## config.mk

```make
export PLATFORM = sky130hd
export DESIGN_NAME = bms_sequencer
export DESIGN_NICKNAME = d
export VERILOG_FILES = /design/src/bms_pkg.sv /design/src/bms_mem.sv /design/src/bms_sequencer.sv
export VERILOG_INCLUDE_DIRS = /design/src
export SDC_FILE = /design/constraint.sdc
export NUM_CORES = 1
export LEC_CHECK = 0
export BUFFER_PORTS_ARGS = -buffer_cell sky130_fd_sc_hd__buf_4
export CORE_AREA = 2 2 272 381
export CTS_CLUSTER_DIAMETER = 50
export DETAILED_ROUTE_END_ITERATION = 8
export DIE_AREA = 0 0 274 383
export PLACE_DENSITY = 0.43
export RECOVER_POWER = 50
export SLEW_MARGIN = 10
export SYNTH_ARGS = -nofsm -noshare
export SYNTH_HDL_FRONTEND = slang
export SYNTH_SLANG_ARGS = --single-unit
export TNS_END_PERCENT = 30
```

## constraint.sdc

```tcl
create_clock -name ref_clk_i -period 9.5 [get_ports ref_clk_i]
set_input_delay 1.9 -clock ref_clk_i [delete_from_list [all_inputs] [get_ports ref_clk_i]]
set_output_delay 1.9 -clock ref_clk_i [all_outputs]
set_load 0.02 [all_outputs]
```

## src/bms_cfg.svh

```systemverilog
// Constants for the beacon mode sequencer: offsets, fields, resets, timing
// Assumes inclusion by the sequencer module and the bench, not by bms_pkg.sv
`ifndef BMS_CFG_SVH
`define BMS_CFG_SVH
// ----------------------------------------
// Register offsets (byte addresses)
// ----------------------------------------
`define BMS_OFF_CTRL      8'h00
`define BMS_OFF_CFG_TMO   8'h04
`define BMS_OFF_ACT_TMO   8'h08
`define BMS_OFF_ACCEL     8'h0C
`define BMS_OFF_STATUS    8'h10
`define BMS_OFF_EVENT     8'h14
`define BMS_OFF_MEM_ADDR  8'h18
`define BMS_OFF_MEM_DATA  8'h1C
// ----------------------------------------
// Control fields
// ----------------------------------------
`define BMS_CTRL_ACT_SRC_LSB  0
`define BMS_CTRL_SW_RESET     2
`define BMS_CTRL_SVC_RESET    3
// ----------------------------------------
// Accelerometer configuration fields
// ----------------------------------------
`define BMS_ACC_RATE_LSB   0
`define BMS_ACC_POWER_BIT  4
`define BMS_ACC_NOISE_BIT  5
`define BMS_ACC_BW_LSB     6
`define BMS_ACC_RANGE_LSB  8
`define BMS_ACC_FILT_BIT   10
`define BMS_ACC_THR_LSB    11
`define BMS_ACC_DUR_LSB    17
`define BMS_ACC_6D_BIT     19
`define BMS_ACC_6DTHR_LSB  20
// Rate codes: 0 off, 1 1.6, 2 12.5, 3 25, 4 50, 5 100, 6 200, 7 400, 8 800, 9 1600 Hz
`define BMS_RATE_12P5      4'h2
`define BMS_RATE_MAX_LP    4'h6
`define BMS_RATE_MAX_HP    4'h9
`define BMS_ACC_RESET      32'h00000002
`define BMS_ACC_MASK       32'h00FFFFFF
// ----------------------------------------
// Reset values and timing
// ----------------------------------------
`define BMS_CFG_TMO_RESET  32'h0000003C
`define BMS_ACT_TMO_RESET  32'h0000000A
`define BMS_CLK_HZ         40000000
`define BMS_TICK_HZ        8
`define BMS_TICK_DIV       (`BMS_CLK_HZ / `BMS_TICK_HZ)
`define BMS_FLASH_ON_MS    100
`define BMS_FLASH_OFF_MS   150
`define BMS_FLASH_ON_CYC   ((`BMS_FLASH_ON_MS * (`BMS_CLK_HZ / 1000)))
`define BMS_FLASH_OFF_CYC  ((`BMS_FLASH_OFF_MS * (`BMS_CLK_HZ / 1000)))
`define BMS_SELFTEST_FLASH 3'h1
`define BMS_MEM_DEPTH      16
`define BMS_MEM_AW         4
`endif

```

## src/bms_pkg.sv

```systemverilog
// Types for the beacon mode sequencer
// Assumes bms_cfg.svh holds all numbers
package bms_pkg;
    typedef enum logic [2:0] {
        BMS_SELF_TEST = 3'b000,
        BMS_WAREHOUSE = 3'b001,
        BMS_INACTIVE  = 3'b010,
        BMS_ACTIVE    = 3'b011,
        BMS_CONFIG    = 3'b100,
        BMS_CLEAR     = 3'b101
    } bms_mode_t;
    typedef enum logic [1:0] {
        BMS_LED_NONE  = 2'b00,
        BMS_LED_RED   = 2'b01,
        BMS_LED_GREEN = 2'b10
    } bms_led_t;
endpackage : bms_pkg

```

## src/bms_mem.sv

```systemverilog
// Small data memory for the beacon mode sequencer
// Assumes one clock; read data is registered
`timescale 1ns/1ps
`default_nettype none
module bms_mem (
    input  wire logic        ref_clk_i,
    input  wire logic        we_i,
    input  wire logic [3:0]  addr_i,
    input  wire logic [31:0] wdata_i,
    output var  logic [31:0] rdata_o
);
    logic [31:0] mem_reg [0:15];
    always_ff @(posedge ref_clk_i) begin
        if (we_i) begin
            mem_reg[addr_i] <= wdata_i;
        end
        rdata_o <= mem_reg[addr_i];
    end
endmodule : bms_mem
`default_nettype wire

```

## src/bms_sequencer.sv

```systemverilog
// Beacon mode sequencer with Wishbone registers, mode timers and LED pulser
// Assumes pin inputs are asynchronous; Wishbone master on ref_clk_i
//
// Behaviour
// RULE1: Config timer starts on entering Config mode.
// RULE2: Config timer expiry raises timeout, returns to self-test.
// RULE3: Config timeout length is a software register.
// RULE4: Configuration timeout flashes red twice.
// RULE5: On/off moves Beaconing to Warehouse, Configuration and Warehouse to Beaconing.
// RULE6: On/off entry into Beaconing flashes green once.
// RULE7: On/off exit from Beaconing holds red while the event persists.
// RULE8: On/off exit from Configuration flashes red twice.
// RULE9: Activity event moves Inactivity to Activity; source selectable.
// RULE10: No LED on Activity and Inactivity transitions.
// RULE11: Activity timer starts on entry into Activity.
// RULE12: Activity timer expiry raises timeout and returns to Inactivity.
// RULE13: Activity timeout duration is a software register.
// RULE14: Reset sources: battery insertion, test enable toggle, service request.
// RULE15: Reset event clears data memory and returns to self-test.
// RULE16: After a reset event the self-test LED sequence shows.
// RULE17: Lock disables on/off and forces Beaconing.
// RULE18: Locked device leaves Beaconing only on reset event.
// RULE19: Lock flashes green three times.
// RULE20: Data rate defaults 12.5 Hz; max 200 low power, 1600 high performance.
// RULE21: Range selects 2, 4, 8, 16 g; default 2 g.
// RULE22: Config event from Beaconing or Warehouse enters Config; green twice.
// RULE23: Timer keeps counting during connection; expiry applied at disconnect.
// RULE24: Timers count common tick, compare duration, restart on mode entry.
// RULE25: Counter pulser with fixed on and off time; new pattern replaces old.
//
// Our own choices: the Wishbone interface to the registers and the register addresses.
`timescale 1ns/1ps
`default_nettype none
`include "bms_cfg.svh"
module bms_sequencer
    import bms_pkg::*;
#(
    parameter int TICK_DIV  = `BMS_TICK_DIV,
    parameter int FLASH_ON  = `BMS_FLASH_ON_CYC,
    parameter int FLASH_OFF = `BMS_FLASH_OFF_CYC
) (
    input  wire logic        ref_clk_i,
    input  wire logic        rst_i,
    input  wire logic        wb_cyc_i,
    input  wire logic        wb_stb_i,
    input  wire logic        wb_we_i,
    input  wire logic [7:0]  wb_adr_i,
    input  wire logic [3:0]  wb_sel_i,
    input  wire logic [31:0] wb_dat_i,
    output var  logic [31:0] wb_dat_o,
    output var  logic        wb_ack_o,
    input  wire logic        battery_insert_i,
    input  wire logic        test_enable_i,
    input  wire logic        button_i,
    input  wire logic        config_evt_i,
    input  wire logic        lock_evt_i,
    input  wire logic        connected_i,
    input  wire logic [2:0]  accel_evt_i,
    output var  logic        led_red_o,
    output var  logic        led_green_o,
    output var  logic [2:0]  mode_o,
    output var  logic        cfg_timeout_o,
    output var  logic        act_timeout_o
);
    // --------------------
    // Input synchronisers
    // --------------------
    localparam int NSYNC = 9;
    logic [NSYNC-1:0] pin_raw;
    logic [NSYNC-1:0] sync1_reg;
    logic [NSYNC-1:0] sync2_reg;
    logic [NSYNC-1:0] prev_reg;
    assign pin_raw = {accel_evt_i, connected_i, lock_evt_i, config_evt_i, button_i,
                      test_enable_i, battery_insert_i};
    always_ff @(posedge ref_clk_i) begin
        if (rst_i) begin
            sync1_reg <= '0;
            sync2_reg <= '0;
            prev_reg  <= '0;
        end else begin
            sync1_reg <= pin_raw;
            sync2_reg <= sync1_reg;
            prev_reg  <= sync2_reg;
        end
    end
    logic [NSYNC-1:0] rise;
    logic [NSYNC-1:0] fall;
    genvar gi;
    generate
        for (gi = 0; gi < NSYNC; gi++) begin : g_edge
            assign rise[gi] = sync2_reg[gi] & ~prev_reg[gi];
            assign fall[gi] = ~sync2_reg[gi] & prev_reg[gi];
        end
    endgenerate
    wire batt_rise   = rise[0];
    wire test_toggle = rise[1] | fall[1];
    wire onoff_rise  = rise[2];
    wire onoff_level = sync2_reg[2];
    wire cfg_rise    = rise[3];
    wire lock_rise   = rise[4];
    wire conn_level  = sync2_reg[5];
    wire conn_fall   = fall[5];
    // --------------------
    // Registers
    // --------------------
    logic [1:0]  act_src_reg;
    logic        svc_reset_reg;
    logic [31:0] cfg_tmo_reg;
    logic [31:0] act_tmo_reg;
    logic [31:0] accel_reg;
    logic [3:0]  mem_addr_reg;
    logic [31:0] mem_rdata;
    bms_mode_t   mode_reg;
    bms_mode_t   mode_next;
    logic        locked_reg;
    logic [31:0] timer_reg;
    logic [31:0] tick_cnt_reg;
    logic [3:0]  clear_cnt_reg;
    logic        cfg_exp_reg;
    logic        act_exp_reg;
    logic        cfg_sticky_reg;
    logic        act_sticky_reg;

    function automatic logic [31:0] merge(input logic [31:0] old, input logic [31:0] nw,
                                          input logic [3:0] sel);
        logic [31:0] r;
        r = old;
        for (int b = 0; b < 4; b++) begin
            if (sel[b]) begin
                r[b*8 +: 8] = nw[b*8 +: 8];
            end
        end
        return r;
    endfunction : merge

    // Clamp rate to power-mode maximum
    function automatic logic [31:0] legal_accel(input logic [31:0] v);
        logic [31:0] r;
        logic [3:0]  lim;
        r   = v & `BMS_ACC_MASK;
        lim = r[`BMS_ACC_POWER_BIT] ? `BMS_RATE_MAX_HP : `BMS_RATE_MAX_LP;
        if (r[`BMS_ACC_RATE_LSB +: 4] > lim) begin
            r[`BMS_ACC_RATE_LSB +: 4] = lim; // RULE20
        end
        return r;
    endfunction : legal_accel

    // --------------------
    // Wishbone decode
    // --------------------
    wire req      = wb_cyc_i & wb_stb_i & ~wb_ack_o;
    wire wr       = req & wb_we_i;
    wire hit_ctrl = (wb_adr_i == `BMS_OFF_CTRL);
    wire hit_cfg  = (wb_adr_i == `BMS_OFF_CFG_TMO);
    wire hit_act  = (wb_adr_i == `BMS_OFF_ACT_TMO);
    wire hit_acc  = (wb_adr_i == `BMS_OFF_ACCEL);
    wire hit_stat = (wb_adr_i == `BMS_OFF_STATUS);
    wire hit_evt  = (wb_adr_i == `BMS_OFF_EVENT);
    wire hit_madr = (wb_adr_i == `BMS_OFF_MEM_ADDR);
    wire hit_mdat = (wb_adr_i == `BMS_OFF_MEM_DATA);
    wire sw_reset = wr & hit_ctrl & wb_sel_i[0] & wb_dat_i[`BMS_CTRL_SW_RESET];
    wire [31:0] ctrl_wr = merge({30'h0, act_src_reg}, wb_dat_i, wb_sel_i);
    wire [31:0] evt_wr  = wb_dat_i & {30'h0, wb_sel_i[0], wb_sel_i[0]};
    wire [31:0] status_word = {24'h0, locked_reg, act_sticky_reg, cfg_sticky_reg,
                               conn_level, mode_reg, locked_reg};
    logic [31:0] rd_mux;
    always_comb begin
        if (hit_ctrl) begin
            rd_mux = {28'h0, svc_reset_reg, 1'b0, act_src_reg};
        end else if (hit_cfg) begin
            rd_mux = cfg_tmo_reg;
        end else if (hit_act) begin
            rd_mux = act_tmo_reg;
        end else if (hit_acc) begin
            rd_mux = accel_reg;
        end else if (hit_stat) begin
            rd_mux = status_word;
        end else if (hit_evt) begin
            rd_mux = {30'h0, act_sticky_reg, cfg_sticky_reg};
        end else if (hit_madr) begin
            rd_mux = {28'h0, mem_addr_reg};
        end else if (hit_mdat) begin
            rd_mux = mem_rdata;
        end else begin
            rd_mux = 32'h00000000;
        end
    end
    always_ff @(posedge ref_clk_i) begin
        if (rst_i) begin
            wb_ack_o <= 1'b0;
            wb_dat_o <= 32'h00000000;
        end else begin
            wb_ack_o <= req;
            wb_dat_o <= req ? rd_mux : 32'h00000000;
        end
    end
    // --------------------
    // Reset event and memory clear
    // --------------------
    wire reset_evt = batt_rise | test_toggle | svc_reset_reg | sw_reset; // RULE14
    wire clearing  = (mode_reg == BMS_CLEAR);
    wire mem_we    = clearing | (wr & hit_mdat);
    wire [3:0]  mem_addr  = clearing ? clear_cnt_reg : mem_addr_reg;
    wire [31:0] mem_wdata = clearing ? 32'h00000000 : wb_dat_i;
    bms_mem u_mem (
        .ref_clk_i (ref_clk_i),
        .we_i      (mem_we),
        .addr_i    (mem_addr),
        .wdata_i   (mem_wdata),
        .rdata_o   (mem_rdata)
    );
    always_ff @(posedge ref_clk_i) begin
        if (rst_i) begin
            act_src_reg   <= 2'h0;
            svc_reset_reg <= 1'b0;
            cfg_tmo_reg   <= `BMS_CFG_TMO_RESET;
            act_tmo_reg   <= `BMS_ACT_TMO_RESET;
            accel_reg     <= `BMS_ACC_RESET; // RULE20 RULE21
            mem_addr_reg  <= 4'h0;
        end else begin
            svc_reset_reg <= wr & hit_ctrl & wb_sel_i[0] & wb_dat_i[`BMS_CTRL_SVC_RESET];
            if (wr & hit_ctrl) begin
                act_src_reg <= ctrl_wr[1:0]; // RULE9
            end
            if (wr & hit_cfg) begin
                cfg_tmo_reg <= merge(cfg_tmo_reg, wb_dat_i, wb_sel_i); // RULE3
            end
            if (wr & hit_act) begin
                act_tmo_reg <= merge(act_tmo_reg, wb_dat_i, wb_sel_i); // RULE13
            end
            if (wr & hit_acc) begin
                accel_reg <= legal_accel(merge(accel_reg, wb_dat_i, wb_sel_i));
            end
            if (wr & hit_madr) begin
                mem_addr_reg <= wb_dat_i[3:0];
            end
        end
    end
    // --------------------
    // Mode timer
    // --------------------
    wire tick       = (tick_cnt_reg == 32'(TICK_DIV - 1));
    wire timed_mode = (mode_reg == BMS_CONFIG) | (mode_reg == BMS_ACTIVE);
    wire [31:0] limit = (mode_reg == BMS_CONFIG) ? cfg_tmo_reg : act_tmo_reg;
    wire timer_hit  = timed_mode & tick & (timer_reg + 32'h1 >= limit); // RULE24
    wire cfg_exp    = cfg_exp_reg | (timer_hit & (mode_reg == BMS_CONFIG));
    wire act_exp    = act_exp_reg | (timer_hit & (mode_reg == BMS_ACTIVE));
    wire cfg_fire   = cfg_exp & ~conn_level; // RULE23
    wire act_fire   = act_exp & ~conn_level; // RULE23
    // --------------------
    // Mode transitions
    // --------------------
    wire act_evt    = sync2_reg[6 + act_src_reg] & (act_src_reg != 2'h3); // RULE9
    wire onoff_ok   = onoff_rise & ~locked_reg; // RULE17
    wire beaconing  = (mode_reg == BMS_INACTIVE) | (mode_reg == BMS_ACTIVE);
    always_comb begin
        mode_next = mode_reg;
        case (mode_reg)
            BMS_CLEAR:     mode_next = (clear_cnt_reg == 4'hF) ? BMS_SELF_TEST : BMS_CLEAR;
            BMS_SELF_TEST: mode_next = BMS_INACTIVE;
            BMS_WAREHOUSE: begin
                if (lock_rise) mode_next = BMS_INACTIVE;
                else if (cfg_rise) mode_next = BMS_CONFIG; // RULE22
                else if (onoff_ok) mode_next = BMS_INACTIVE; // RULE5
            end
            BMS_CONFIG: begin
                if (lock_rise) mode_next = BMS_INACTIVE;
                else if (cfg_fire) mode_next = BMS_SELF_TEST; // RULE2
                else if (onoff_ok) mode_next = BMS_INACTIVE; // RULE5
            end
            BMS_INACTIVE, BMS_ACTIVE: begin
                if (locked_reg) begin
                    if (mode_reg == BMS_INACTIVE && act_evt) mode_next = BMS_ACTIVE; // RULE18
                    else if (act_fire) mode_next = BMS_INACTIVE;
                end
                else if (cfg_rise) mode_next = BMS_CONFIG; // RULE22
                else if (onoff_ok) mode_next = BMS_WAREHOUSE; // RULE5
                else if (mode_reg == BMS_INACTIVE && act_evt) mode_next = BMS_ACTIVE; // RULE9
                else if (mode_reg == BMS_ACTIVE && act_fire) mode_next = BMS_INACTIVE; // RULE12
            end
            default:       mode_next = BMS_CLEAR;
        endcase
        if (reset_evt) mode_next = BMS_CLEAR; // RULE15
    end
    wire entering = (mode_next != mode_reg);
    always_ff @(posedge ref_clk_i) begin
        if (rst_i) begin
            mode_reg       <= BMS_CLEAR;
            clear_cnt_reg  <= 4'h0;
            locked_reg     <= 1'b0;
            tick_cnt_reg   <= 32'h0;
            timer_reg      <= 32'h0;
            cfg_exp_reg    <= 1'b0;
            act_exp_reg    <= 1'b0;
        end else begin
            mode_reg      <= mode_next;
            clear_cnt_reg <= clearing ? clear_cnt_reg + 4'h1 : 4'h0; // RULE15
            if (reset_evt) locked_reg <= 1'b0;
            else if (lock_rise) locked_reg <= 1'b1; // RULE17
            tick_cnt_reg <= tick ? 32'h0 : tick_cnt_reg + 32'h1;
            if (entering) begin
                timer_reg   <= 32'h0; // RULE1 RULE11
                cfg_exp_reg <= 1'b0;
                act_exp_reg <= 1'b0;
            end else begin
                if (timed_mode & tick & ~timer_hit) timer_reg <= timer_reg + 32'h1;
                cfg_exp_reg <= cfg_exp;
                act_exp_reg <= act_exp;
            end
        end
    end
    // --------------------
    // Timeout flags and pulses
    // --------------------
    wire cfg_to = (mode_reg == BMS_CONFIG) & (mode_next == BMS_SELF_TEST) & ~reset_evt;
    wire act_to = (mode_reg == BMS_ACTIVE) & (mode_next == BMS_INACTIVE) & ~reset_evt;
    always_ff @(posedge ref_clk_i) begin
        if (rst_i) begin
            cfg_timeout_o  <= 1'b0;
            act_timeout_o  <= 1'b0;
            cfg_sticky_reg <= 1'b0;
            act_sticky_reg <= 1'b0;
            mode_o         <= 3'h0;
        end else begin
            cfg_timeout_o  <= cfg_to; // RULE2
            act_timeout_o  <= act_to; // RULE12
            cfg_sticky_reg <= cfg_to | (cfg_sticky_reg & ~(wr & hit_evt & evt_wr[0]));
            act_sticky_reg <= act_to | (act_sticky_reg & ~(wr & hit_evt & evt_wr[1]));
            mode_o         <= mode_reg;
        end
    end
    // --------------------
    // LED pulser
    // --------------------
    logic [2:0]  flash_left_reg;
    logic        flash_red_reg;
    logic        flash_on_reg;
    logic [31:0] flash_cnt_reg;
    logic        start;
    logic        start_red;
    logic [2:0]  start_cnt;
    always_comb begin
        start     = 1'b0;
        start_red = 1'b0;
        start_cnt = 3'h0;
        if (mode_reg == BMS_SELF_TEST && mode_o == BMS_CLEAR) begin
            start = 1'b1; // RULE16
            start_cnt = `BMS_SELFTEST_FLASH;
        end else if (lock_rise & ~reset_evt & ~clearing) begin
            start = 1'b1; // RULE19
            start_cnt = 3'h3;
        end else if (cfg_to) begin
            start = 1'b1; // RULE4
            start_red = 1'b1;
            start_cnt = 3'h2;
        end else if (entering & mode_next == BMS_CONFIG) begin
            start = 1'b1; // RULE22
            start_cnt = 3'h2;
        end else if (entering & mode_reg == BMS_CONFIG & mode_next == BMS_INACTIVE) begin
            start = 1'b1; // RULE8
            start_red = 1'b1;
            start_cnt = 3'h2;
        end else if (entering & mode_reg == BMS_WAREHOUSE & mode_next == BMS_INACTIVE) begin
            start = 1'b1; // RULE6
            start_cnt = 3'h1;
        end
    end
    wire hold_red = (mode_reg == BMS_WAREHOUSE) & onoff_level & ~locked_reg; // RULE7
    wire phase_end = flash_on_reg ? (flash_cnt_reg == 32'(FLASH_ON - 1))
                                  : (flash_cnt_reg == 32'(FLASH_OFF - 1));
    always_ff @(posedge ref_clk_i) begin
        if (rst_i) begin
            flash_left_reg <= 3'h0;
            flash_red_reg  <= 1'b0;
            flash_on_reg   <= 1'b0;
            flash_cnt_reg  <= 32'h0;
            led_red_o      <= 1'b0;
            led_green_o    <= 1'b0;
        end else begin
            if (start) begin
                flash_left_reg <= start_cnt; // RULE25
                flash_red_reg  <= start_red;
                flash_on_reg   <= 1'b1;
                flash_cnt_reg  <= 32'h0;
            end else if (flash_left_reg != 3'h0) begin
                flash_cnt_reg <= phase_end ? 32'h0 : flash_cnt_reg + 32'h1;
                if (phase_end) begin
                    flash_on_reg <= ~flash_on_reg;
                    if (~flash_on_reg) flash_left_reg <= flash_left_reg - 3'h1;
                end
            end
            led_red_o   <= hold_red | (flash_red_reg & flash_on_reg & (flash_left_reg != 3'h0));
            led_green_o <= ~flash_red_reg & flash_on_reg & (flash_left_reg != 3'h0); // RULE10
        end
    end
endmodule : bms_sequencer
`default_nettype wire

```

Word-level counts from Yosys, hierarchy flattened
Memory sizes are Yosys's and may differ from the RTL's. A register that Yosys moved wholly into a read port is not among the register bits.
Cells that the tools add are included.
- add/sub/neg operators: 6
- order comparisons: 3
- equal/unequal tests: 23
- mux-type cells: 61
- bitwise logic cells: 78
- reduce and logical (&&, ||, !) cells: 31
- operator list (operator ; number):
    two-way mux 32 bit ; 10
    adder 32 x 1 -> 32 bit (second input constant) ; 3
    == test 32 x 23 -> 1 bit (second input constant) ; 2
    two-way mux 3 bit ; 18
    bitwise AND 1 bit ; 49
    == test 32 x 22 -> 1 bit (second input constant) ; 1
    == test 8 x 5 -> 1 bit (second input constant) ; 4
    >= comparator 32 bit ; 1
    AND reduction 2 bit ; 13
    two-way mux 8 bit ; 3
    two-way mux 1 bit ; 19
    inverter 1 bit ; 17
    == test 8 x 4 -> 1 bit (second input constant) ; 2
    two-way mux 4 bit ; 4
    one-hot mux 3 bit (5 select lines) ; 1
    OR reduction 2 bit ; 7
    == test 3 bit (second input constant) ; 4
    bitwise OR 1 bit ; 11
    two-way mux 2 bit ; 5
    == test 3 x 2 -> 1 bit (second input constant) ; 3
    == test 8 x 3 -> 1 bit (second input constant) ; 1
    zero test 8 bit ; 1
    zero test 3 bit ; 2
    < comparator 4 x 5 -> 1 bit (second input constant) ; 1
    17 further kinds ; 20
- bits in registers: 271
- RAM bits: 512
- input bits: 58
- output and inout bits: 40
- logic and storage cells: 242
- memories kept: 1
- memories (name ; words ; width ; rd ports ; clocked after Yosys merged registers in ; wr ports ; RTL line ; source):
    u_mem.mem_reg ; 16 ; 32 ; 1 ; 1 ; 1 ; bms_mem.sv:12 ; logic [31:0] mem_reg [0:15];

Logic depth before layout (Yosys ltp)
- depth in word-level cells: 26
- mapped depth: 21
- depth with buffers taken out: 19

Modules after synthesis
A second synthesis with hierarchy kept.
- cells, all modules: 2356
- area, all modules: 32945.3 µm²
- by module, submodules not included (module ; times used ; cells each ; area an instance (µm²) ; seq. area each (µm²)):
    bms_mem ; 1 ; 840 ; 19862.8 ; 16015.4
    bms_sequencer ; 1 ; 1516 ; 13082.5 ; 5425.2

Worst setup path after synthesis
No wires, ideal clock.
- kind: in2reg
- start point: input wb_adr_i[0]
- end point: memory u_mem.mem_reg[15][0], enable pin
- setup time: 0.461 ns
- arrival: 5.476 ns
- required time: 9.039 ns
- slack: 3.563 ns
- stages on the path: 8
- cell sequence: or4_1 -> nor2_1 -> nand2_1 -> nor2_1 -> a21oi_1 -> nor2_1 -> nand2_1 -> nor3_1
- cells in the longest elaborated chain, start to end: 5
- RTL lines (element ; RTL line ; source):
    start, declared ; bms_sequencer.sv:47 ; input wire logic [7:0] wb_adr_i,
    == test 8 x 5 -> 1 bit (no line) ; - ;
    bitwise AND 1 bit ; bms_sequencer.sv:202 ; wire mem_we = clearing | (wr & hit_mdat);
    bitwise OR 1 bit ; bms_sequencer.sv:202 ;
    two-way mux 1 bit ; bms_mem.sv:14 ; if (we_i) begin
    two-way mux 1 bit (implied by the code) ; bms_mem.sv:15 ; mem_reg[addr_i] <= wdata_i;
    end, declared ; bms_mem.sv:12 ;
Every way passes these cells.

Worst setup path after layout
- start point: input rst_i
- end point: register tick_cnt_reg[2]
- cells in the longest elaborated chain, start to end: 1
- RTL lines (element ; RTL line ; source):
    start, declared ; bms_sequencer.sv:43 ; input wire logic rst_i,
    OR reduction 2 bit (no line) ; - ;
    end signal, assigned ; bms_sequencer.sv:300 ; tick_cnt_reg <= tick ? 32'h0 : tick_cnt_reg + 32'h1;
    end, declared ; bms_sequencer.sv:117 ; logic [31:0] tick_cnt_reg;
Every way passes these cells.
A chain may end at the register's enable or synchronous reset.

==> flow_summary.yaml <==
worst_setup_path:
  startpoint: "rst_i"
  r2r_start: "timer_reg[0]"
  max_stage_delay_ps: 2840
  path_cells: "clkbuf_1 > clkbuf_1 > or2_2 > nor2_1"
  crit_slowest_cell: "clkbuf_1"
  path_delay_family: "buffers and inverters"
  crit_top_cell: "clkbuf_1"
  path_buf_inv: 2
  critPathRequiredTime_ps: 10020
  cp-end-kind: "flop"
  worstPathArrival_ps: 8030
  path_class: "primary input to flop"
  start_kind: "primary input"
  cp_max_fo: 79
placement:
  gp_congestion: 0.803
  port_buffers: 97
  dp_hpwl_mm: 54.9
  placed_area_um2: 35600
power:
  power.total_uw: 7770
  p_int_uw: 6030
  p_switching_uw: 1750
  sw_frac_of_total_pct: 22.5
  power.leakage_uw: 0.0125
  powerDensity_nw_per_um2: 202
  combPwrFrac_pct: 5.3
  power_frac_clock_pct: 45.1
  pwr-share-seq_pct: 49.7
  ir_drop_mv: 0.138
route:
  drt-total-wl_mm: 91.2
  post_drt_via_cell_ratio: 5.14
  drc_errors: 0
  dr_total_vias: 20200
  avgRoutedWirePerCell_um: 23.2
  ant_nets: 0
  initialDrtViolationCount: 1274
  drt_pass1_iterations: 6
sta:
  finalMaxSlewViolations: 217
  hold_viol: 0
  tightest_slew_ps: 3830
  max_freq_ghz: 0.133
  setup_viol: 0
  fin_skew_ps: 16.8
  timing.setup.tns_ps: 0
  grt_setup_unrepaired: "no"
  slew_headroom_pct: -155
  fin_crit_sh_pct: 79.0
  min_period_ps: 7500
logic_synthesis:
  synth-xor-area-share_pct: 3.18
  synth_top_family_by_area: "multiplexers"
  synth.yosys.seq_area_share_pct: 64.4
  synth_area_um2: 33300
  syn_inst: 2433
  async_flop_share_pct: 0
  synth_warnings: 0
  dominantRegCellSynth: "edfxtp_1"
  ys_types: 72
  synthSimpleGateAreaFrac_pct: 11.5
  ys_ff_latch: 815
  synthMuxAreaShare_pct: 11.8
  syn_area_per_cell_um2: 13.7
  syn_nets: 2533
  synth_fa_ha_area_share_pct: 1.58
  synth_compound_area_share_pct: 5.67
  synth_edf_count: 512
final_layout:
  largest_register_ffs: 512
  multi_input_area_um2: 11400
  stdcell_area_um2: 38400
  nNetsFinal: 2624
  final_cell_mix: "edfxtp_1 (512), dfxtp_1 (303), nand2_1 (225)"
  drive_gt1_share_pct: 15.9
  final_common_cell: "edfxtp_1"
  area_delta_synth_final_pct: 15.4
  regArea_um2: 21400
  fill_cells: 9738
clock_tree:
  hold_buffers: 0
  cts_buffer_depth: 3
  cts_tree: "yes"
  cts_setup_buffers: 0
  root_buffer: "clkbuf_16"
  ctsResizeCount: 0
  clock_latency_ps: 670
  cts.sinks: 815
  path_clk_slew_ps: 60
  cts_made_buffers: 88
  htreeDepth: 3
die:
  fp.dieW_um: 274
  coreArea_um2: 102000
  initial_core_util_pct: 32.7
  io_pins: 98
  chipHeight_um: 383
  num_rows: 139
  die-area_um2: 105000
worst_hold_path:
  worstHoldStart: "sync1_reg[8]"
  hold_path.class: "flop to flop"
global_route:
  overflow: 0
  grt_first_pass_wirelength_mm: 136
  grt_max_degree: 132
  antenna_found_initial: 5
  grt_use_total_pct: 17.4
  grt_pass1_vias: 21000
run_status:
  violations: "capacitance limit, slew limit"
  status: "complete, but fails checks"
job:
  maxCapViolations: 4
cell families (layout without fill, tap and decap cells):
kind of cell / after synthesis / in the layout
and+or+nand+nor: 780 / 780
DFF: 815 / 815
buffers and inverters: 154 / 319
xor gates and xnor gates: 121 / 121
adders and majority gates: 42 / 42
other: 0 / 1
muxes: 232 / 232
AOI/OAI and AO/OA: 289 / 289
cell usage after synthesis, types with 4 or more instances:
library cell / n / area (um2)
edfxtp_1: 512 / 15400
buf_2: 20 / 100
nand4_1: 22 / 138
and2_1: 78 / 488
xor2_1: 68 / 596
and3_1: 33 / 206
buf_1: 8 / 30.0
or3_1: 9 / 56.3
nor2_1: 186 / 698
a22oi_1: 53 / 398
nor3_1: 29 / 145
a221oi_1: 4 / 35.0
or4_1: 8 / 60.1
mux4_2: 128 / 2880
clkbuf_1: 100 / 375
inv_1: 22 / 82.6
mux2_2: 6 / 67.6
o21ai_0: 24 / 120
nor2b_1: 33 / 206
a31oi_1: 38 / 238
buf_6: 4 / 45.0
xnor2_1: 53 / 464
mux2i_1: 98 / 981
a21oi_1: 97 / 485
a211oi_1: 37 / 278
nand3_1: 68 / 340
nand2b_1: 11 / 68.8
ha_1: 42 / 526
o211ai_1: 5 / 37.5
nand2_1: 228 / 856
dfxtp_1: 303 / 6070
nor4_1: 42 / 263
path summary, 6_finish.rpt:
| check | endpoint | slack, ps | depth (start not counted) |
|---|---|---|---|
| min reg2reg | sync2_reg[8] | 440 | 1 |
| min | sync2_reg[8] | 440 | 1 |
| max | tick_cnt_reg[2] | 2000 | 4 |
| max reg2reg | flash_left_reg[0] | 2660 | 19 |
power groups by stage:
stage               sequential, uW  clock, uW  combinational, uW
floorplan                     3910          0                273
CTS                           3860       3610                424
global placement              3930          0                424
detailed placement            3940          0                423
global route                  3860       3740                448
finish                        3860       3500                411
final cells by class:
class | count | area share [%]
tap | 1339 | 4.36
timing repair buffer | 133 | 2.23
clock inverter | 55 | 1.45
multi-input combinational | 1464 | 29.7
clock buffer | 109 | 6.25
sequential | 815 | 55.8
inverter | 22 | 0.215
antenna | 1 | 0.00651
routing by layer:
| layer | track usage (%) | up-vias | wire [um] |
|---|---|---|---|
| met5 | 0 | - | 8 |
| met4 | 5.79 | 2 | 2160 |
| met1 | 22.2 | 10400 | 39400 |
| met3 | 2.25 | 135 | 3300 |
| li1 | - | 9330 | - |
| met2 | 30.4 | 358 | 46300 |
worst reg2reg max path, delay by kind of cell, from the launching register on:
kind / cells / cell delay, ps
AO/OA/AOI/OAI: 7 / 2680
AND/OR/NAND/NOR: 9 / 2730
XOR/XNOR: 1 / 150
flip-flops: 1 / 420
adder cells (fa/ha/maj): 2 / 560
metrics by stage:
stage                     std cells  hold WS [ps]  utilization, %  setup WS [ps]
final                          3938           438            37.7           2000
after detailed placement       3773           424            35.0           2610
after global placement         3773           438            35.0           2640
after floorplan                2433           399               -           3560
after CTS                      3937           438            37.9           2590
after global routing           3937           465            37.7           1320
Power figures use the tool's default switching activity.
